`src/rtl/strap_map.svh`:
```
// Register offsets, field positions and reset values of the strap block
`ifndef STRAP_MAP_SVH
`define STRAP_MAP_SVH

`define STRAP_ADDR_W 4
`define STRAP_OFF_STATUS 4'h0
`define STRAP_OFF_BOOT 4'h4
`define STRAP_OFF_VSEL 4'h8
`define STRAP_OFF_PINCTL 4'hC

// Strap status fields
`define STRAP_BIT_BOOT 0
`define STRAP_BIT_SUPPLY 1
`define STRAP_BIT_PRINT 2

// Boot status fields
`define BOOT_FLD_MODE_LO 0
`define BOOT_FLD_MODE_HI 1
`define BOOT_BIT_PRINT_EN 2
`define BOOT_BIT_ALT_PIN 3
`define BOOT_BIT_FLASH_1V8 4

// Supply override fields
`define VSEL_BIT_OVR_EN 0
`define VSEL_BIT_OVR_1V8 1

// Pin control fields: outputs [2:0], enables [6:4]
`define PINCTL_OUT_LO 0
`define PINCTL_OE_LO 4

// Weak pull levels of boot, supply and print pins
`define STRAP_DFLT_BOOT 1'b1
`define STRAP_DFLT_SUPPLY 1'b0
`define STRAP_DFLT_PRINT 1'b0

`define VSEL_RESET 2'b00
`define PINCTL_RESET 8'h00

`define AXI_RESP_OKAY 2'b00
`define AXI_RESP_SLVERR 2'b10

`endif

```
`src/rtl/strap_pkg.sv`:
```
// Types shared by the strap latch block
package strap_pkg;

    typedef struct packed {
        logic print_sel;
        logic supply_sel;
        logic boot_sel;
    } strap_bits_type;

    typedef enum logic [1:0] {
        BOOT_FLASH = 2'b00,
        BOOT_DOWNLOAD = 2'b01,
        BOOT_ILLEGAL = 2'b10
    } boot_mode_type;

    typedef struct packed {
        logic [1:0] print_ctrl;
        logic alt_print_pin;
    } fuse_type;

endpackage

```
`src/rtl/strap_latch_cell.sv`:
```
// One strap latch: samples a pin during system reset, then holds
`timescale 1ns/1ps
module strap_latch_cell #(
    parameter logic PULL_LEVEL = 1'b0
) (
    input wire logic clk_sys,
    input wire logic arst_n,
    input wire logic sys_reset_active,
    input wire logic pin_in,
    input wire logic pin_driven,
    output logic strap_bit
);

    logic bit_reg;
    logic bit_next;

    always_comb begin
        bit_next = bit_reg;
        if (sys_reset_active) begin
            // Undriven pin resolves to the weak pull level
            bit_next = pin_driven ? pin_in : PULL_LEVEL; // RULE_03 RULE_06
        end
    end

    // Power-down reloads the pull level; otherwise the latch changes only during system reset
    always_ff @(posedge clk_sys or negedge arst_n) begin
        if (!arst_n) begin
            bit_reg <= PULL_LEVEL;
        end else begin
            bit_reg <= bit_next; // RULE_04
        end
    end

    assign strap_bit = bit_reg;

endmodule

```
`src/rtl/strap_pin_latch_boot_select.sv`:
```
// Strap pin latch with boot decode, print gating and AXI4-Lite registers
`timescale 1ns/1ps
`include "strap_map.svh"

// Functional notes
// RULE_01: There are exactly three strap inputs: boot select, supply select and print select.
// RULE_02: Software reads the held strap bits through a read-only status register.
// RULE_03: While any system reset is active each strap pin is sampled into a latch as 0 or 1.
// RULE_04: Latched strap bits are held until power-down and are not re-sampled on other events.
// RULE_05: After reset release the strap pins return to normal I/O and cannot change the latched bits.
// RULE_06: An undriven strap pin takes its weak pull: boot select 1, supply select 0, print select 0.
// RULE_07: The outside party holds each pin at its wanted level for the whole power-on reset.
// RULE_08: Boot select 1 gives flash boot; boot select 0 with print select 0 gives download boot.
// RULE_09: The outside party never presents print select high with boot select low.
// RULE_10: Supply select 0 gives 3.3 V flash supply, 1 gives 1.8 V; firmware may override after boot.
// RULE_11: The outside party does not pull supply select high at power-on.
// RULE_12: Boot messages go to the primary serial pin unless a fused bit moves them to the alternate pin.
// RULE_13: The two-bit fused print field: 0 prints, 1 prints if print select 0, 2 if 1, 3 never.
// RULE_14: Strap bits sit at fixed positions of the status register and unused bits read zero.
module strap_pin_latch_boot_select
    import strap_pkg::*;
#(
    parameter int NUM_STRAPS = 3
) (
    input wire logic clk_sys,
    input wire logic arst_n,
    input wire logic sys_reset_active,
    input wire logic boot_select_pin_in,
    input wire logic boot_select_pin_driven,
    output logic boot_select_pin_out,
    output logic boot_select_pin_oe,
    input wire logic supply_select_pin_in,
    input wire logic supply_select_pin_driven,
    output logic supply_select_pin_out,
    output logic supply_select_pin_oe,
    input wire logic print_select_pin_in,
    input wire logic print_select_pin_driven,
    output logic print_select_pin_out,
    output logic print_select_pin_oe,
    input wire fuse_type fuse,
    input wire logic boot_msg_tx,
    output logic primary_serial_tx_pin,
    output logic alt_serial_tx_pin,
    output boot_mode_type boot_mode,
    output logic boot_print_en,
    output logic flash_supply_1v8,
    input wire logic [`STRAP_ADDR_W-1:0] s_axi_awaddr,
    input wire logic [2:0] s_axi_awprot,
    input wire logic s_axi_awvalid,
    output logic s_axi_awready,
    input wire logic [31:0] s_axi_wdata,
    input wire logic [3:0] s_axi_wstrb,
    input wire logic s_axi_wvalid,
    output logic s_axi_wready,
    output logic [1:0] s_axi_bresp,
    output logic s_axi_bvalid,
    input wire logic s_axi_bready,
    input wire logic [`STRAP_ADDR_W-1:0] s_axi_araddr,
    input wire logic [2:0] s_axi_arprot,
    input wire logic s_axi_arvalid,
    output logic s_axi_arready,
    output logic [31:0] s_axi_rdata,
    output logic [1:0] s_axi_rresp,
    output logic s_axi_rvalid,
    input wire logic s_axi_rready
);

    if (NUM_STRAPS != 3) begin : g_bad_count
        $error("strap block serves exactly three strap pins");
    end

    function automatic boot_mode_type decode_mode(input strap_bits_type s);
        if (s.boot_sel) begin
            decode_mode = BOOT_FLASH; // RULE_08
        end else if (!s.print_sel) begin
            decode_mode = BOOT_DOWNLOAD; // RULE_08
        end else begin
            decode_mode = BOOT_ILLEGAL;
        end
    endfunction

    function automatic logic print_gate(input logic [1:0] ctrl, input logic psel);
        unique case (ctrl)
            2'b00: print_gate = 1'b1; // RULE_13
            2'b01: print_gate = !psel; // RULE_13
            2'b10: print_gate = psel; // RULE_13
            2'b11: print_gate = 1'b0; // RULE_13
        endcase
    endfunction

    function automatic logic addr_mapped(input logic [`STRAP_ADDR_W-1:0] a);
        addr_mapped = (a == `STRAP_OFF_STATUS) || (a == `STRAP_OFF_BOOT) ||
                      (a == `STRAP_OFF_VSEL) || (a == `STRAP_OFF_PINCTL);
    endfunction

    // Strap latches
    logic [NUM_STRAPS-1:0] pin_level;
    logic [NUM_STRAPS-1:0] pin_driven;
    logic [NUM_STRAPS-1:0] strap_vec;
    strap_bits_type straps;
    localparam logic [NUM_STRAPS-1:0] PULL_LEVELS = {`STRAP_DFLT_PRINT, `STRAP_DFLT_SUPPLY, `STRAP_DFLT_BOOT};

    assign pin_level = {print_select_pin_in, supply_select_pin_in, boot_select_pin_in}; // RULE_01
    assign pin_driven = {print_select_pin_driven, supply_select_pin_driven, boot_select_pin_driven};
    assign straps = strap_bits_type'(strap_vec);

    genvar gi;
    generate
        for (gi = 0; gi < NUM_STRAPS; gi++) begin : g_strap
            strap_latch_cell #(
                .PULL_LEVEL(PULL_LEVELS[gi])
            ) u_cell (
                .clk_sys(clk_sys),
                .arst_n(arst_n),
                .sys_reset_active(sys_reset_active),
                .pin_in(pin_level[gi]),
                .pin_driven(pin_driven[gi]),
                .strap_bit(strap_vec[gi])
            );
        end
    endgenerate

    // Software registers
    logic [1:0] vsel_reg;
    logic [1:0] vsel_next;
    logic [7:0] pinctl_reg;
    logic [7:0] pinctl_next;

    // Write channel state
    logic [`STRAP_ADDR_W-1:0] waddr_reg;
    logic [`STRAP_ADDR_W-1:0] waddr_next;
    logic aw_have_reg;
    logic aw_have_next;
    logic [31:0] wdata_reg;
    logic [31:0] wdata_next;
    logic [3:0] wstrb_reg;
    logic [3:0] wstrb_next;
    logic w_have_reg;
    logic w_have_next;
    logic awready_reg;
    logic awready_next;
    logic wready_reg;
    logic wready_next;
    logic bvalid_reg;
    logic bvalid_next;
    logic [1:0] bresp_reg;
    logic [1:0] bresp_next;

    // Read channel state
    logic arready_reg;
    logic arready_next;
    logic rvalid_reg;
    logic rvalid_next;
    logic [31:0] rdata_reg;
    logic [31:0] rdata_next;
    logic [1:0] rresp_reg;
    logic [1:0] rresp_next;

    logic [31:0] status_word;
    logic [31:0] boot_word;
    logic supply_1v8_eff;

    always_comb begin
        status_word = 32'h0000_0000; // RULE_14
        status_word[`STRAP_BIT_BOOT] = straps.boot_sel; // RULE_14
        status_word[`STRAP_BIT_SUPPLY] = straps.supply_sel;
        status_word[`STRAP_BIT_PRINT] = straps.print_sel;
        // Firmware override wins over the strap once enabled
        supply_1v8_eff = vsel_reg[`VSEL_BIT_OVR_EN] ? vsel_reg[`VSEL_BIT_OVR_1V8] : straps.supply_sel; // RULE_10
        boot_word = 32'h0000_0000;
        boot_word[`BOOT_FLD_MODE_HI:`BOOT_FLD_MODE_LO] = decode_mode(straps);
        boot_word[`BOOT_BIT_PRINT_EN] = print_gate(fuse.print_ctrl, straps.print_sel);
        boot_word[`BOOT_BIT_ALT_PIN] = fuse.alt_print_pin;
        boot_word[`BOOT_BIT_FLASH_1V8] = supply_1v8_eff;
    end

    always_comb begin
        waddr_next = waddr_reg;
        aw_have_next = aw_have_reg;
        wdata_next = wdata_reg;
        wstrb_next = wstrb_reg;
        w_have_next = w_have_reg;
        bvalid_next = bvalid_reg;
        bresp_next = bresp_reg;
        vsel_next = vsel_reg;
        pinctl_next = pinctl_reg;
        if (s_axi_awvalid && awready_reg) begin
            waddr_next = s_axi_awaddr;
            aw_have_next = 1'b1;
        end
        if (s_axi_wvalid && wready_reg) begin
            wdata_next = s_axi_wdata;
            wstrb_next = s_axi_wstrb;
            w_have_next = 1'b1;
        end
        if (bvalid_reg && s_axi_bready) begin
            bvalid_next = 1'b0;
        end
        if (aw_have_reg && w_have_reg && !bvalid_reg) begin
            aw_have_next = 1'b0;
            w_have_next = 1'b0;
            bvalid_next = 1'b1;
            bresp_next = addr_mapped(waddr_reg) ? `AXI_RESP_OKAY : `AXI_RESP_SLVERR;
            // Status words are read-only; writes there are accepted and dropped
            if (wstrb_reg[0]) begin
                if (waddr_reg == `STRAP_OFF_VSEL) begin
                    vsel_next = wdata_reg[1:0];
                end
                if (waddr_reg == `STRAP_OFF_PINCTL) begin
                    pinctl_next = wdata_reg[7:0];
                end
            end
        end
        awready_next = !aw_have_next && !bvalid_next;
        wready_next = !w_have_next && !bvalid_next;
    end

    always_comb begin
        rvalid_next = rvalid_reg;
        rdata_next = rdata_reg;
        rresp_next = rresp_reg;
        if (rvalid_reg && s_axi_rready) begin
            rvalid_next = 1'b0;
        end
        if (s_axi_arvalid && arready_reg) begin
            rvalid_next = 1'b1;
            rresp_next = `AXI_RESP_OKAY;
            unique case (s_axi_araddr)
                `STRAP_OFF_STATUS: rdata_next = status_word; // RULE_02
                `STRAP_OFF_BOOT: rdata_next = boot_word;
                `STRAP_OFF_VSEL: rdata_next = {30'h0000_0000, vsel_reg};
                `STRAP_OFF_PINCTL: rdata_next = {24'h00_0000, pinctl_reg};
                default: begin
                    rdata_next = 32'h0000_0000;
                    rresp_next = `AXI_RESP_SLVERR;
                end
            endcase
        end
        arready_next = !rvalid_next;
    end

    always_ff @(posedge clk_sys or negedge arst_n) begin
        if (!arst_n) begin
            waddr_reg <= '0;
            aw_have_reg <= 1'b0;
            wdata_reg <= 32'h0000_0000;
            wstrb_reg <= 4'h0;
            w_have_reg <= 1'b0;
            awready_reg <= 1'b0;
            wready_reg <= 1'b0;
            bvalid_reg <= 1'b0;
            bresp_reg <= `AXI_RESP_OKAY;
            vsel_reg <= `VSEL_RESET;
            pinctl_reg <= `PINCTL_RESET;
            arready_reg <= 1'b0;
            rvalid_reg <= 1'b0;
            rdata_reg <= 32'h0000_0000;
            rresp_reg <= `AXI_RESP_OKAY;
        end else begin
            waddr_reg <= waddr_next;
            aw_have_reg <= aw_have_next;
            wdata_reg <= wdata_next;
            wstrb_reg <= wstrb_next;
            w_have_reg <= w_have_next;
            awready_reg <= awready_next;
            wready_reg <= wready_next;
            bvalid_reg <= bvalid_next;
            bresp_reg <= bresp_next;
            vsel_reg <= vsel_next;
            pinctl_reg <= pinctl_next;
            arready_reg <= arready_next;
            rvalid_reg <= rvalid_next;
            rdata_reg <= rdata_next;
            rresp_reg <= rresp_next;
        end
    end

    // Boot side outputs and pin drive
    boot_mode_type mode_reg;
    boot_mode_type mode_next;
    logic print_en_reg;
    logic print_en_next;
    logic supply_reg;
    logic supply_next;
    logic primary_tx_reg;
    logic primary_tx_next;
    logic alt_tx_reg;
    logic alt_tx_next;
    logic [NUM_STRAPS-1:0] pin_out_reg;
    logic [NUM_STRAPS-1:0] pin_out_next;
    logic [NUM_STRAPS-1:0] pin_oe_reg;
    logic [NUM_STRAPS-1:0] pin_oe_next;

    always_comb begin
        mode_next = decode_mode(straps); // RULE_08
        print_en_next = print_gate(fuse.print_ctrl, straps.print_sel); // RULE_13
        supply_next = supply_1v8_eff; // RULE_10
        // Serial idles high; gated or redirected messages leave the other pin idle
        primary_tx_next = 1'b1;
        alt_tx_next = 1'b1;
        if (print_en_next) begin
            if (fuse.alt_print_pin) begin
                alt_tx_next = boot_msg_tx; // RULE_12
            end else begin
                primary_tx_next = boot_msg_tx; // RULE_12
            end
        end
        // Pins stay released during reset so the straps can be sampled
        if (sys_reset_active) begin
            pin_out_next = '0;
            pin_oe_next = '0;
        end else begin
            pin_out_next = pinctl_reg[`PINCTL_OUT_LO +: NUM_STRAPS]; // RULE_05
            pin_oe_next = pinctl_reg[`PINCTL_OE_LO +: NUM_STRAPS]; // RULE_05
        end
    end

    always_ff @(posedge clk_sys or negedge arst_n) begin
        if (!arst_n) begin
            mode_reg <= BOOT_FLASH;
            print_en_reg <= 1'b0;
            supply_reg <= 1'b0;
            primary_tx_reg <= 1'b1;
            alt_tx_reg <= 1'b1;
            pin_out_reg <= '0;
            pin_oe_reg <= '0;
        end else begin
            mode_reg <= mode_next;
            print_en_reg <= print_en_next;
            supply_reg <= supply_next;
            primary_tx_reg <= primary_tx_next;
            alt_tx_reg <= alt_tx_next;
            pin_out_reg <= pin_out_next;
            pin_oe_reg <= pin_oe_next;
        end
    end

    assign boot_mode = mode_reg;
    assign boot_print_en = print_en_reg;
    assign flash_supply_1v8 = supply_reg;
    assign primary_serial_tx_pin = primary_tx_reg;
    assign alt_serial_tx_pin = alt_tx_reg;
    assign boot_select_pin_out = pin_out_reg[0];
    assign supply_select_pin_out = pin_out_reg[1];
    assign print_select_pin_out = pin_out_reg[2];
    assign boot_select_pin_oe = pin_oe_reg[0];
    assign supply_select_pin_oe = pin_oe_reg[1];
    assign print_select_pin_oe = pin_oe_reg[2];

    assign s_axi_awready = awready_reg;
    assign s_axi_wready = wready_reg;
    assign s_axi_bvalid = bvalid_reg;
    assign s_axi_bresp = bresp_reg;
    assign s_axi_arready = arready_reg;
    assign s_axi_rvalid = rvalid_reg;
    assign s_axi_rdata = rdata_reg;
    assign s_axi_rresp = rresp_reg;

endmodule

```
`config.mk`:
```
export PLATFORM = sky130hd
export DESIGN_NAME = strap_pin_latch_boot_select
export DESIGN_NICKNAME = d
export VERILOG_FILES = /design/src/rtl/strap_pkg.sv /design/src/rtl/strap_latch_cell.sv /design/src/rtl/strap_pin_latch_boot_select.sv
export VERILOG_INCLUDE_DIRS = /design/src /design/src/rtl
export SDC_FILE = /design/constraint.sdc
export NUM_CORES = 1
export LEC_CHECK = 0
export ABC_CLOCK_PERIOD_IN_PS = 1700
export BUFFER_PORTS_ARGS = -buffer_cell sky130_fd_sc_hd__clkbuf_2
export CAP_MARGIN = 20
export CORE_ASPECT_RATIO = 1.75
export CORE_MARGIN = 2
export CORE_UTILIZATION = 40
export DETAILED_ROUTE_END_ITERATION = 8
export GPL_ROUTABILITY_DRIVEN = 0
export MAX_ROUTING_LAYER = met4
export PLACE_DENSITY = 0.74
export SYNTH_ARGS = -nofsm -noshare
export SYNTH_HDL_FRONTEND = slang
export SYNTH_SLANG_ARGS = --single-unit
```
`constraint.sdc`:
```
create_clock -name clk_sys -period 1.7 [get_ports clk_sys]
set_input_delay 0.34 -clock clk_sys [delete_from_list [all_inputs] [get_ports clk_sys]]
set_output_delay 0.34 -clock clk_sys [all_outputs]
set_load 0.01 [all_outputs]
```
; ---- Word level (Yosys, flattened, before mapping)
; Index checks and enable logic that the tools add are counted.
[word_totals]
reg_bits = 81
input_bits = 68
output_inout_bits = 53
[op_classes]
n_eq_ne = 9
mux = 24
n_reduce_logical = 24
[ops]
columns = op, n
row1 = $pmux 8 s4, 1
row2 = $eq 4x4->1 const B, 4
row3 = $mux 1, 16
row4 = $logic_and 1x1->1, 9
row5 = $eq 4x3->1 const B, 2
row6 = $logic_not 4->1, 2
row7 = $mux 2, 4
row8 = $logic_not 1->1, 6
row9 = $mux 3, 2
row10 = $reduce_and 3->1, 2
row11 = $eq 2x2->1 const B, 2
row12 = $pmux 1 s4, 1
row13 = $reduce_or 4->1, 1
row14 = $logic_or 1x1->1, 3
row15 = $eq 2x1->1 const B, 1
row16 = $logic_not 2->1, 1

; ---- Logic depth before layout (Yosys ltp)
; Gate-level depths: netlist (run 1).
[logic_depth]
ltp_word = 5
depth_mapped = 4
mapped_depth_nobuf = 3

; ---- Modules after synthesis
; Synthesis (run 1) repeated with hierarchy kept, for this count alone.
[unflattened]
hier_cells = 196
area_unflattened_um2 = 2347.3
[modules_own_cells]
columns = mod, instances, cells_each, area_per_inst_um2, seq_area_each_um2
row1 = strap_pin_latch_boot_select, 1, 184, 2229.6, 1303.8
row2 = strap_latch_cell at g_strap[1].u_cell ..., 2, 4, 38.8, 25.0
row3 = strap_latch_cell at g_strap[0].u_cell, 1, 4, 40.0, 26.3

; ---- Worst setup path after synthesis (run 1)
; No wires, ideal clock.
[synth_path]
kind = register -> register
from = reg bvalid_reg, in the netlist s_axi_bvalid
to = reg pinctl_reg[0]
t_arrival_ns = 1.556
required_time_ns = 1.575
slack_ns = 0.019
path_stages_with_launch = 5
n_path_buf = 1
period_less_slack_ns = 1.681
path_cell_list = dfrtp_1 nand3b_1 or4_4 buf_6 mux2_4
[synth_between]
elab_chain_len = 3
[synth_rtl]
columns = element, line
row1 = from (decl), strap_pin_latch_boot_select.sv:144  ; logic bvalid_reg;
row2 = from (signal assigned), strap_pin_latch_boot_select.sv:267  ; bvalid_reg <= bvalid_next;
row3 = $logic_not 1->1, strap_pin_latch_boot_select.sv:199  ; if (aw_have_reg && w_have_reg && !bvalid_reg) begin
row4 = $logic_and 1x1->1, strap_pin_latch_boot_select.sv:199
row5 = $reduce_and 3->1 (no line), n/a
row6 = to (signal assigned), strap_pin_latch_boot_select.sv:254  ; pinctl_reg <= `PINCTL_RESET;
row7 = to (signal assigned), strap_pin_latch_boot_select.sv:270  ; pinctl_reg <= pinctl_next;
row8 = to (decl), strap_pin_latch_boot_select.sv:126  ; logic [7:0] pinctl_reg;
; Every way passes these cells.
; A chain may end at the register's enable or synchronous reset.

; ---- Final worst setup path (run 1)
[layout_path]
from = reg waddr_reg[1]
to = reg pinctl_reg[5]
[layout_between]
elab_chain_len = 2
[layout_rtl]
columns = element, line
row1 = from (decl), strap_pin_latch_boot_select.sv:130  ; logic [`STRAP_ADDR_W-1:0] waddr_reg;
row2 = from (signal assigned), strap_pin_latch_boot_select.sv:260  ; waddr_reg <= waddr_next;
row3 = $eq 4x4->1 (no line), n/a
row4 = $reduce_and 3->1 (no line), n/a
; Every way passes these cells.

==> results of run 1 <==
-- per-stage QoR --
step	hold slack, ns	util	area, um^2
3_5_place_dp	0.360	0.468	2730
3_3_place_gp	0.354	0.468	2730
2_1_floorplan	0.0444	-	2480
6_report	0.0104	0.488	2850
4_1_cts	0.0194	0.485	2830
5_1_grt	0.0212	0.488	2850
-- layout make-up --
cell class	instances	area [um^2]
multi-input combinational	127	858
fill	557	2990
timing repair buffer	70	385
tap	78	97.6
inverter	7	26.3
clock buffer	6	82.6
clock inverter	2	16.3
sequential	55	1380
-- placed cells by master, fill, tap and decap left out, drive strengths merged, types with 2 or more instances in the layout --
| cell | count |
|---|---|
| clkbuf | 67 |
| or3 | 2 |
| nor2b | 12 |
| dfrtp | 52 |
| conb | 26 |
| nand2 | 18 |
| nor2 | 9 |
| a32o | 2 |
| o31ai | 2 |
| mux2i | 4 |
| buf | 9 |
| dfstp | 3 |
| o21ai | 7 |
| mux2 | 25 |
| inv | 7 |
| nand3 | 3 |
| or2 | 2 |
| a211o | 2 |
| a31oi | 2 |
| a21oi | 2 |
-- report_power, final --
part           leakage (nW)  switching (mW)  internal, mW
Combinational         0.738           0.444         0.578
Clock                0.0474           0.412         0.333
Sequential            0.696           0.238          1.72
-- routing by layer --
layer / share of wire / vias up / wire [um]
li1: - / 739 / -
met1: 0.39 / 744 / 1610
met2: 0.54 / 65 / 2260
met3: 0.058 / 6 / 240
met4: 0.015 / 0 / 64
met5: 0 / - / 0
-- path summary, 6_finish.rpt --
kind | start | end | slack (ns)
worst max-delay path | waddr_reg[1] | pinctl_reg[5] | 0.04
worst min-delay path | arst_n | vsel_reg[0] | 0.01
worst max register to register | waddr_reg[1] | pinctl_reg[5] | 0.04
worst min register to register | s_axi_bresp[1] | s_axi_bresp[1] | 0.48
max in group asynchronous | arst_n | wdata_reg[5] | 1.12
min in group clk_sys | fuse[0] | alt_serial_tx_pin | 0.18
-- cells by family (layout without fill, tap and decap cells) --
| family | Yosys count | in the layout |
|---|---|---|
| other | 1 | 26 |
| buffers and inverters | 39 | 85 |
| and+or+nand+nor | 55 | 55 |
| muxes | 29 | 29 |
| DFF | 55 | 55 |
| AOI/OAI and AO/OA | 17 | 17 |
-- worst register-to-register path: cells and delay by family, from the launching register on --
kind | cells | cell delay, ns
muxes | 1 | 0.33
and+or+nand+nor | 2 | 0.84
DFF | 1 | 0.38
==> run_results.csv, run 1 <==
group,metric,value,unit
outcome,status,"completed",
grt,grt_max_degree,26,
timing,setup_viol_count_final,0,
placed_design,dp_hpwl,3.23,mm
worst_setup_path,r2r_cells,3,
finish,area_growth,19.4,%
timing,worstMarginPinSlew,0.566,ns
clocking,clockBufferDepth,2,
job,max_cap_viol_count,0,
pwr,p_leak,1.48,nW
synth,yosys_warnings,0,
clocking,htree_levels,2,
grt,grt_pass1_vias,1526,
finish,drive_above_1_share,0.412,
worst_setup_path,end_kind,"flop",
synth,yosys.area_share.simple,0.119,
hold_path,holdCritPathClass,"in2async",
synth,synthFlopType,"dfrtp_1",
timing,setup_tns,0,ns
synth,synth_area_leaders,"dfrtp_1 (55%), buf_4 (8.5%), mux2_2 (8.0%), mux2_4 (5.0%), dfstp_2 (3.3%)",
timing,min_period,1.66,ns
clocking,cts_root_buffer,"clkbuf_8",
synth,yosysUniqueCellTypes,32,
die,core_area,5830,um^2
die,rows,37,
route,vias_per_cell,4.50,
synth,synth_compound_area_frac,0.0462,
clocking,cts_hold_buf,0,
synth,synth.avg_cell_area,12.2,um^2
worst_setup_path,cp_cell_sequence,"or2_1 -> or4_4 -> mux2_4",
worst_setup_path,cpPeakStageDelay,0.60,ns
route,first_pass_iters,4,
grt,grt_use_total,0.138,
synth,synth_top_family_by_area,"multiplexers",
synth,synthMuxAreaShare,0.147,
die,die_h,106,um
pwr,peakVddDrop,842,uV
grt,grt_pass1_wl,6.93,mm
synth,synthAdderAreaFrac,0,
worst_setup_path,crit_required,1.89,ns
synth,synth_edf_count,0,
clocking,path_clk_slew,0.10,ns
clocking,numCtsBuffers,5,
worst_setup_path,crit_family,"simple AND/OR/NAND/NOR gates",
placed_design,dp_slack,0.0385,ns
grt,use_met1,0.146,
clocking,clock_latency,0.30,ns
timing,finalMaxSlewViolations,0,
pwr,power.total,3.72,mW
grt,grt_busiest_layer,"met2",
pwr,p_per_area,1310,nW/um^2
die,io-pin-count,121,
worst_setup_path,crit_buf_inv,0,
finish,instances_no_fill,345,
synth,synth.most_common_cell,"dfrtp_1",
synth,ys_seq_area_frac,0.579,
clocking,post_cts.repair.setup_buffers,0,
synth,async_flop_share,1.00,
synth,syn_area,2380,um^2
timing,relSlewSlack,0.622,
grt,grtUsageMet3,0.0349,
die,die_w,62.4,um
finish,final_nets,334,
grt,antenna_found_initial,0,
clocking,postCtsResizedCells,0,
die,die-area,6620,um^2
route,drt-wirelength-per-cell,12.1,um
grt,overflow,0,
timing,clock_skew,0.00762,ns
timing,rsz0062_at_grt,"yes",
route,drtIter0Drc,84,
route,routed_wirelength,4.17,mm
grt,use_met2,0.246,
synth,synthTopCellsByCount,"dfrtp_1 (52), buf_4 (27), nand2_1 (18)",
timing,fin_ws,0.0372,ns
route,drc,0,
worst_setup_path,arrival,1.85,ns
clocking,cts_tree,"built",
placed_design,port-buffer-count,61,
timing,hold_viol_final,0,
finish,antenna_cells,0,
worst_setup_path,critPathLaunchType,"flop",
synth,synth.ff_latch_count,55,
placed_design,dp.cells,337,
worst_setup_path,path_max_fanout,8,
worst_setup_path,crit_cells,3,
synth,yosys.area.top_type,"dfrtp_1",
route,vias,1554,
synth,synth_top_area_frac,0.546,
timing,fin_crit_sh,0.978,
timing,max_freq,0.601,GHz
worst_setup_path,critical_path_class,"reg2reg",
die,initial_utilization,0.409,
worst_setup_path,worst_path_max_delay_cell,"or4_4",
synth,syn_inst,196,
synth,synth-xor-area-share,0,
clocking,numClockSinks,55,
route,ant_nets,0,
(Power assumes the default switching activity.)
==> run 2, diff against run 1 <==
--- a/config.mk
+++ b/config.mk
@@ -6,11 +6,11 @@
 export SDC_FILE = /design/constraint.sdc
 export NUM_CORES = 1
 export LEC_CHECK = 0
+export ABC_AREA = 0
 export ABC_CLOCK_PERIOD_IN_PS = 1700
 export BUFFER_PORTS_ARGS = -buffer_cell sky130_fd_sc_hd__clkbuf_2
 export CAP_MARGIN = 20
 export CORE_ASPECT_RATIO = 1.75
-export CORE_MARGIN = 2
 export CORE_UTILIZATION = 40
 export DETAILED_ROUTE_END_ITERATION = 8
 export GPL_ROUTABILITY_DRIVEN = 0
==> run 2 against run 1 <==
Net effect: global-route usage up 1.0 points; routed wire length down 1.2%; sequential power about the same; clock power about the same; final area down 0.40%.
==> run_results.csv, run 2 (synthesis gave the netlist of run 1 again) <==
group,metric,value,unit
timing,hold_viol_final,0,
clocking,numCtsBuffers,5,
grt,overflow,0,
route,routed_wirelength,4.12,mm
grt,grt_pass1_wl,6.69,mm
worst_setup_path,path_max_fanout,8,
timing,setup_tns,0,ns
route,ant_nets,0,
timing,finalMaxSlewViolations,0,
clocking,cts_tree,"built",
route,first_pass_iters,4,
finish,area_growth,18.9,%
worst_setup_path,critPathLaunchType,"flop",
die,initial_utilization,0.420,
route,drc,0,
finish,antenna_cells,0,
die,core_area,5680,um^2
worst_setup_path,arrival,1.87,ns
timing,clock_skew,0.00695,ns
timing,min_period,1.68,ns
worst_setup_path,regToRegSetupSlack,0.02,ns
grt,grt_max_degree,27,
die,die-area,6290,um^2
worst_setup_path,rr_endpoint,"pinctl_reg[5]",
clocking,htree_levels,2,
grt,grtUsageMet3,0.0299,
timing,setup_viol_count_final,0,
timing,relSlewSlack,0.622,
timing,fin_crit_sh,0.986,
grt,use_met2,0.257,
clocking,numClockSinks,55,
route,drt-wirelength-per-cell,12.0,um
grt,use_met1,0.159,
route,drtIter0Drc,33,
route,vias,1557,
clocking,cts_root_buffer,"clkbuf_8",
finish,drive_above_1_share,0.412,
clocking,clock_latency,0.30,ns
worst_setup_path,end_kind,"flop",
placed_design,dp.cells,335,
worst_setup_path,critical_path_class,"reg2reg",
finish,final_area,2840,um^2
outcome,status,"completed",
clocking,path_clk_slew,0.10,ns
worst_setup_path,crit_required,1.90,ns
die,die_h,104,um
hold_path,holdCritPathClass,"in2async",
grt,grt_use_total,0.148,
finish,final_cell_mix,"clkbuf_2 (61), dfrtp_1 (52), conb_1 (26)",
timing,worstMarginPinSlew,0.567,ns
placed_design,place_area,2730,um^2
timing,max_freq,0.596,GHz
job,max_cap_viol_count,0,
pwr,p_leak,1.48,nW
worst_setup_path,r2r_start,"s_axi_bvalid",
pwr,p_per_area,1310,nW/um^2
finish,final_nets,334,
worst_setup_path,r2r_cells,3,
grt,grt_pass1_vias,1470,
finish,instances_no_fill,343,
pwr,peakVddDrop,830,uV
die,io-pin-count,121,
grt,antenna_found_initial,0,
die,die_w,60.4,um
finish,layout_commonest_cell,"clkbuf_2",
placed_design,port-buffer-count,61,
route,vias_per_cell,4.54,
clocking,clockBufferDepth,2,
timing,rsz0062_at_grt,"yes",
placed_design,dp_hpwl,3.28,mm
grt,grt_busiest_layer,"met2",
die,rows,36,
run 2: worst max path at each step:
| stage | end | cells after the start | from |
|---|---|---|---|
| 5_1_grt | pinctl_reg[5] | 3 | s_axi_bvalid |
| 4_1_cts | pinctl_reg[5] | 3 | s_axi_bvalid |
| 3_5_place_dp | pinctl_reg[5] | 3 | s_axi_bvalid |
| 2_1_floorplan | pinctl_reg[0] | 4 | s_axi_bvalid |
| 3_3_place_gp | pinctl_reg[7] | 3 | s_axi_bvalid |
| 6_report | pinctl_reg[5] | 3 | s_axi_bvalid |
run 2: worst max-delay path, stage by stage (launching register included):
cell and delay, ns:
dfrtp_1 0.38, nand3b_1 0.20, or4_4 0.65, mux2_4 0.34
run 2: stage by stage:
stage,power (mW),hold slack [ns],setup slack [ns],util
after floorplan,2.65,0.0444,0.0188,-
after detailed placement,3.00,0.361,0.0366,0.481
after global placement,2.94,0.355,0.0569,0.481
final,3.71,0.0115,0.0230,0.500
after CTS,3.75,0.0220,0.0262,0.498
after global routing,3.96,0.0411,-0.0321,0.500
run 2: report_power, final:
part | leakage, nW | switching, mW | internal (mW)
Sequential | 0.696 | 0.240 | 1.72
Combinational | 0.735 | 0.432 | 0.575
Clock | 0.0474 | 0.411 | 0.333
Total | 1.48 | 1.08 | 2.62
run 2: repair_timing:
item | in CTS | in global routing
endpoints found under the setup margin | 0 | 8
resized for setup | 0 | 1
setup buffers | 0 | 0
hold buffers | 0 | 0
run 2: area by class of cell:
type / instances / area (um^2)
multi-input cells: 127 / 850
repair buffers: 70 / 385
inverters: 7 / 26.3
clock buffers: 6 / 82.6
fillers: 570 / 2840
well taps: 76 / 95.1
clock inverters: 2 / 16.3
flip-flops and latches: 55 / 1380
run 2: per-layer routing:
layer	up-vias	wire length (um)	part of all wire
li1	738	-	-
met1	748	1520	0.37
met2	65	2340	0.57
met3	6	196	0.048
met4	0	66	0.016
met5	-	0	0
==> run 3, diff against run 2 <==
--- a/config.mk
+++ b/config.mk
@@ -11,11 +11,13 @@
 export BUFFER_PORTS_ARGS = -buffer_cell sky130_fd_sc_hd__clkbuf_2
 export CAP_MARGIN = 20
 export CORE_ASPECT_RATIO = 1.75
-export CORE_UTILIZATION = 40
+export CORE_UTILIZATION = 41
 export DETAILED_ROUTE_END_ITERATION = 8
 export GPL_ROUTABILITY_DRIVEN = 0
 export MAX_ROUTING_LAYER = met4
-export PLACE_DENSITY = 0.74
+export PLACE_DENSITY = 0.76
+export RECOVER_POWER = 25
+export REMOVE_ABC_BUFFERS = 1
 export SYNTH_ARGS = -nofsm -noshare
 export SYNTH_HDL_FRONTEND = slang
 export SYNTH_SLANG_ARGS = --single-unit
==> run 3 against run 2 <==
Net effect: setup slack gained 0.018 ns; non-clock buffer count is the same; critical path depth is the same; global-route usage shrank 0.13 points; routed wire length grew 0.56%; final area shrank 0.79%; sequential power is essentially flat; critical endpoint is now pinctl_reg[4]; combinational power is essentially flat; utilization grew 0.40 points; clock skew grew 0.0059 ns; total power shrank 0.20%; first-iteration DRC count grew 73%; largest power group unchanged.
==> run_results.csv, run 3 (synthesis gave the netlist of run 1 again) <==
group,metric,value,unit
outcome,status,"completed",
clocking,clock_latency,0.31,ns
timing,finalMaxSlewViolations,0,
pwr,peakVddDrop,845,uV
pwr,p_int,2.62,mW
grt,antenna_found_initial,0,
finish,fillers,513,
timing,rsz0062_at_grt,"yes",
worst_setup_path,crit_required,1.89,ns
worst_setup_path,r2r_start,"s_axi_bvalid",
pwr,sw_frac_of_total,0.292,
job,max_cap_viol_count,0,
route,wl_met2,2.29,mm
route,first_pass_iters,4,
finish,antenna_cells,0,
route,vias_per_cell,4.51,
placed_design,dp_slack,0.0396,ns
die,initial_utilization,0.427,
die,core_area,5590,um^2
clocking,clockBufferDepth,2,
hold_path,holdCritPathClass,"in2reg",
clocking,path_clk_slew,0.10,ns
route,drtIter0Drc,57,
worst_setup_path,end_kind,"flop",
finish,area_growth,17.9,%
timing,worstMarginPinSlew,1.08,ns
clocking,postCtsResizedCells,0,
clocking,cts_hold_buf,0,
die,die_h,103,um
worst_setup_path,critical_path_class,"reg2reg",
die,rows,36,
clocking,post_cts.repair.setup_buffers,0,
route,maxUsedRoutingLayer,"met4",
worst_setup_path,critPathLaunchType,"flop",
worst_setup_path,regToRegSetupSlack,0.04,ns
worst_setup_path,r2r_cells,3,
timing,min_period,1.66,ns
timing,setup_viol_count_final,0,
grt,grt_max_degree,25,
placed_design,port-buffer-count,61,
route,met1Wirelength,1.57,mm
pwr,p_leak,1.47,nW
finish,final_nets,334,
pwr,p_per_area,1320,nW/um^2
die,die_w,59.7,um
hold_path,hp-start,"fuse[0]",
pwr,power.switching,1.08,mW
timing,max_freq,0.603,GHz
finish,layout_commonest_cell,"clkbuf_2",
worst_setup_path,rr_endpoint,"pinctl_reg[4]",
die,io-pin-count,121,
hold_path,hold_path_depth,2,
pwr,power.total,3.70,mW
clocking,numCtsBuffers,5,
worst_setup_path,arrival,1.85,ns
timing,fin_crit_sh,0.976,
grt,grt_pass1_wl,6.47,mm
timing,hold_viol_final,0,
grt,overflow,0,
timing,fin_ws,0.0409,ns
clocking,cts_root_buffer,"clkbuf_8",
die,die-area,6140,um^2
finish,final_cell_mix,"clkbuf_2 (61), dfrtp_1 (52), conb_1 (26)",
grt,grt_use_total,0.147,
route,ant_nets,0,
hold_path,min_to,"alt_serial_tx_pin",
worst_setup_path,path_max_fanout,8,
pwr,p_comb_frac,0.268,
grt,grt_pass1_vias,1462,
route,drt-wirelength-per-cell,12.1,um
timing,relSlewSlack,0.280,
clocking,numClockSinks,55,
finish,drive_above_1_share,0.404,
route,drc,0,
placed_design,dp_hpwl,3.26,mm
clocking,cts_tree,"built",
timing,clock_skew,0.0128,ns
route,routed_wirelength,4.14,mm
pwr,clock_power_share,0.203,
route,routed-wl-met3,183,um
pwr,seq_power_share,0.530,
route,vias,1546,
finish,final_util,0.504,
clocking,htree_levels,2,
run 3: cell count changes in the layout (fill, tap and decap cells not counted):
cell / before / now
buf_12: 1 / 0
clkbuf_1: 0 / 1
nor4_1: 0 / 1
nor4_2: 1 / 0
run 3: layout make-up:
class / instances / area [um^2] / share of cell area
sequential: 55 / 1380 / 0.491
tap: 76 / 95.1 / 0.0338
inverter: 7 / 26.3 / 0.00934
clock buffer: 6 / 82.6 / 0.0294
multi-input combinational: 127 / 843 / 0.300
clock inverter: 2 / 16.3 / 0.00578
timing repair buffer: 70 / 369 / 0.131
run 3: worst max path at each step:
| stage | startpoint | depth (start not counted) | to |
|---|---|---|---|
| 4_1_cts | s_axi_bvalid | 3 | pinctl_reg[5] |
| 3_3_place_gp | s_axi_bvalid | 3 | pinctl_reg[6] |
| 5_1_grt | s_axi_bvalid | 3 | pinctl_reg[2] |
| 2_1_floorplan | s_axi_bvalid | 3 | pinctl_reg[0] |
| 6_report | s_axi_bvalid | 3 | pinctl_reg[4] |
| 3_5_place_dp | s_axi_bvalid | 3 | pinctl_reg[5] |
run 3: through the flow:
stage          hold slack [ns]  setup TNS, ns  cells  cell area (um^2)
4_1_cts                0.00351              0    343              2830
6_report                 0.178              0    343              2810
5_1_grt                  0.184       -0.00361    343              2810
3_3_place_gp             0.336              0    335              2730
3_5_place_dp             0.341              0    335              2730
2_1_floorplan           0.0444              0    189              2250
run 3: metal layers:
metal  vias to the layer above  track usage
met5                         -            -
met4                         0       0.0626
met3                         7       0.0263
met2                        64        0.262
met1                       738        0.154
li1                        737            -
run 3: power groups by stage:
stage | clock network (mW) | logic, mW | registers [mW]
3_5_place_dp | 0 | 1.01 | 1.99
3_3_place_gp | 0 | 0.977 | 1.96
6_report | 0.750 | 0.990 | 1.96
5_1_grt | 0.812 | 1.10 | 2.01
2_1_floorplan | 0 | 0.614 | 1.97
4_1_cts | 0.781 | 1.01 | 1.97
run 3: critical path: stages (launching register included):
cell      delay, ns
dfrtp_1        0.38
nand3b_1       0.20
or4_4          0.64
mux2_4         0.33
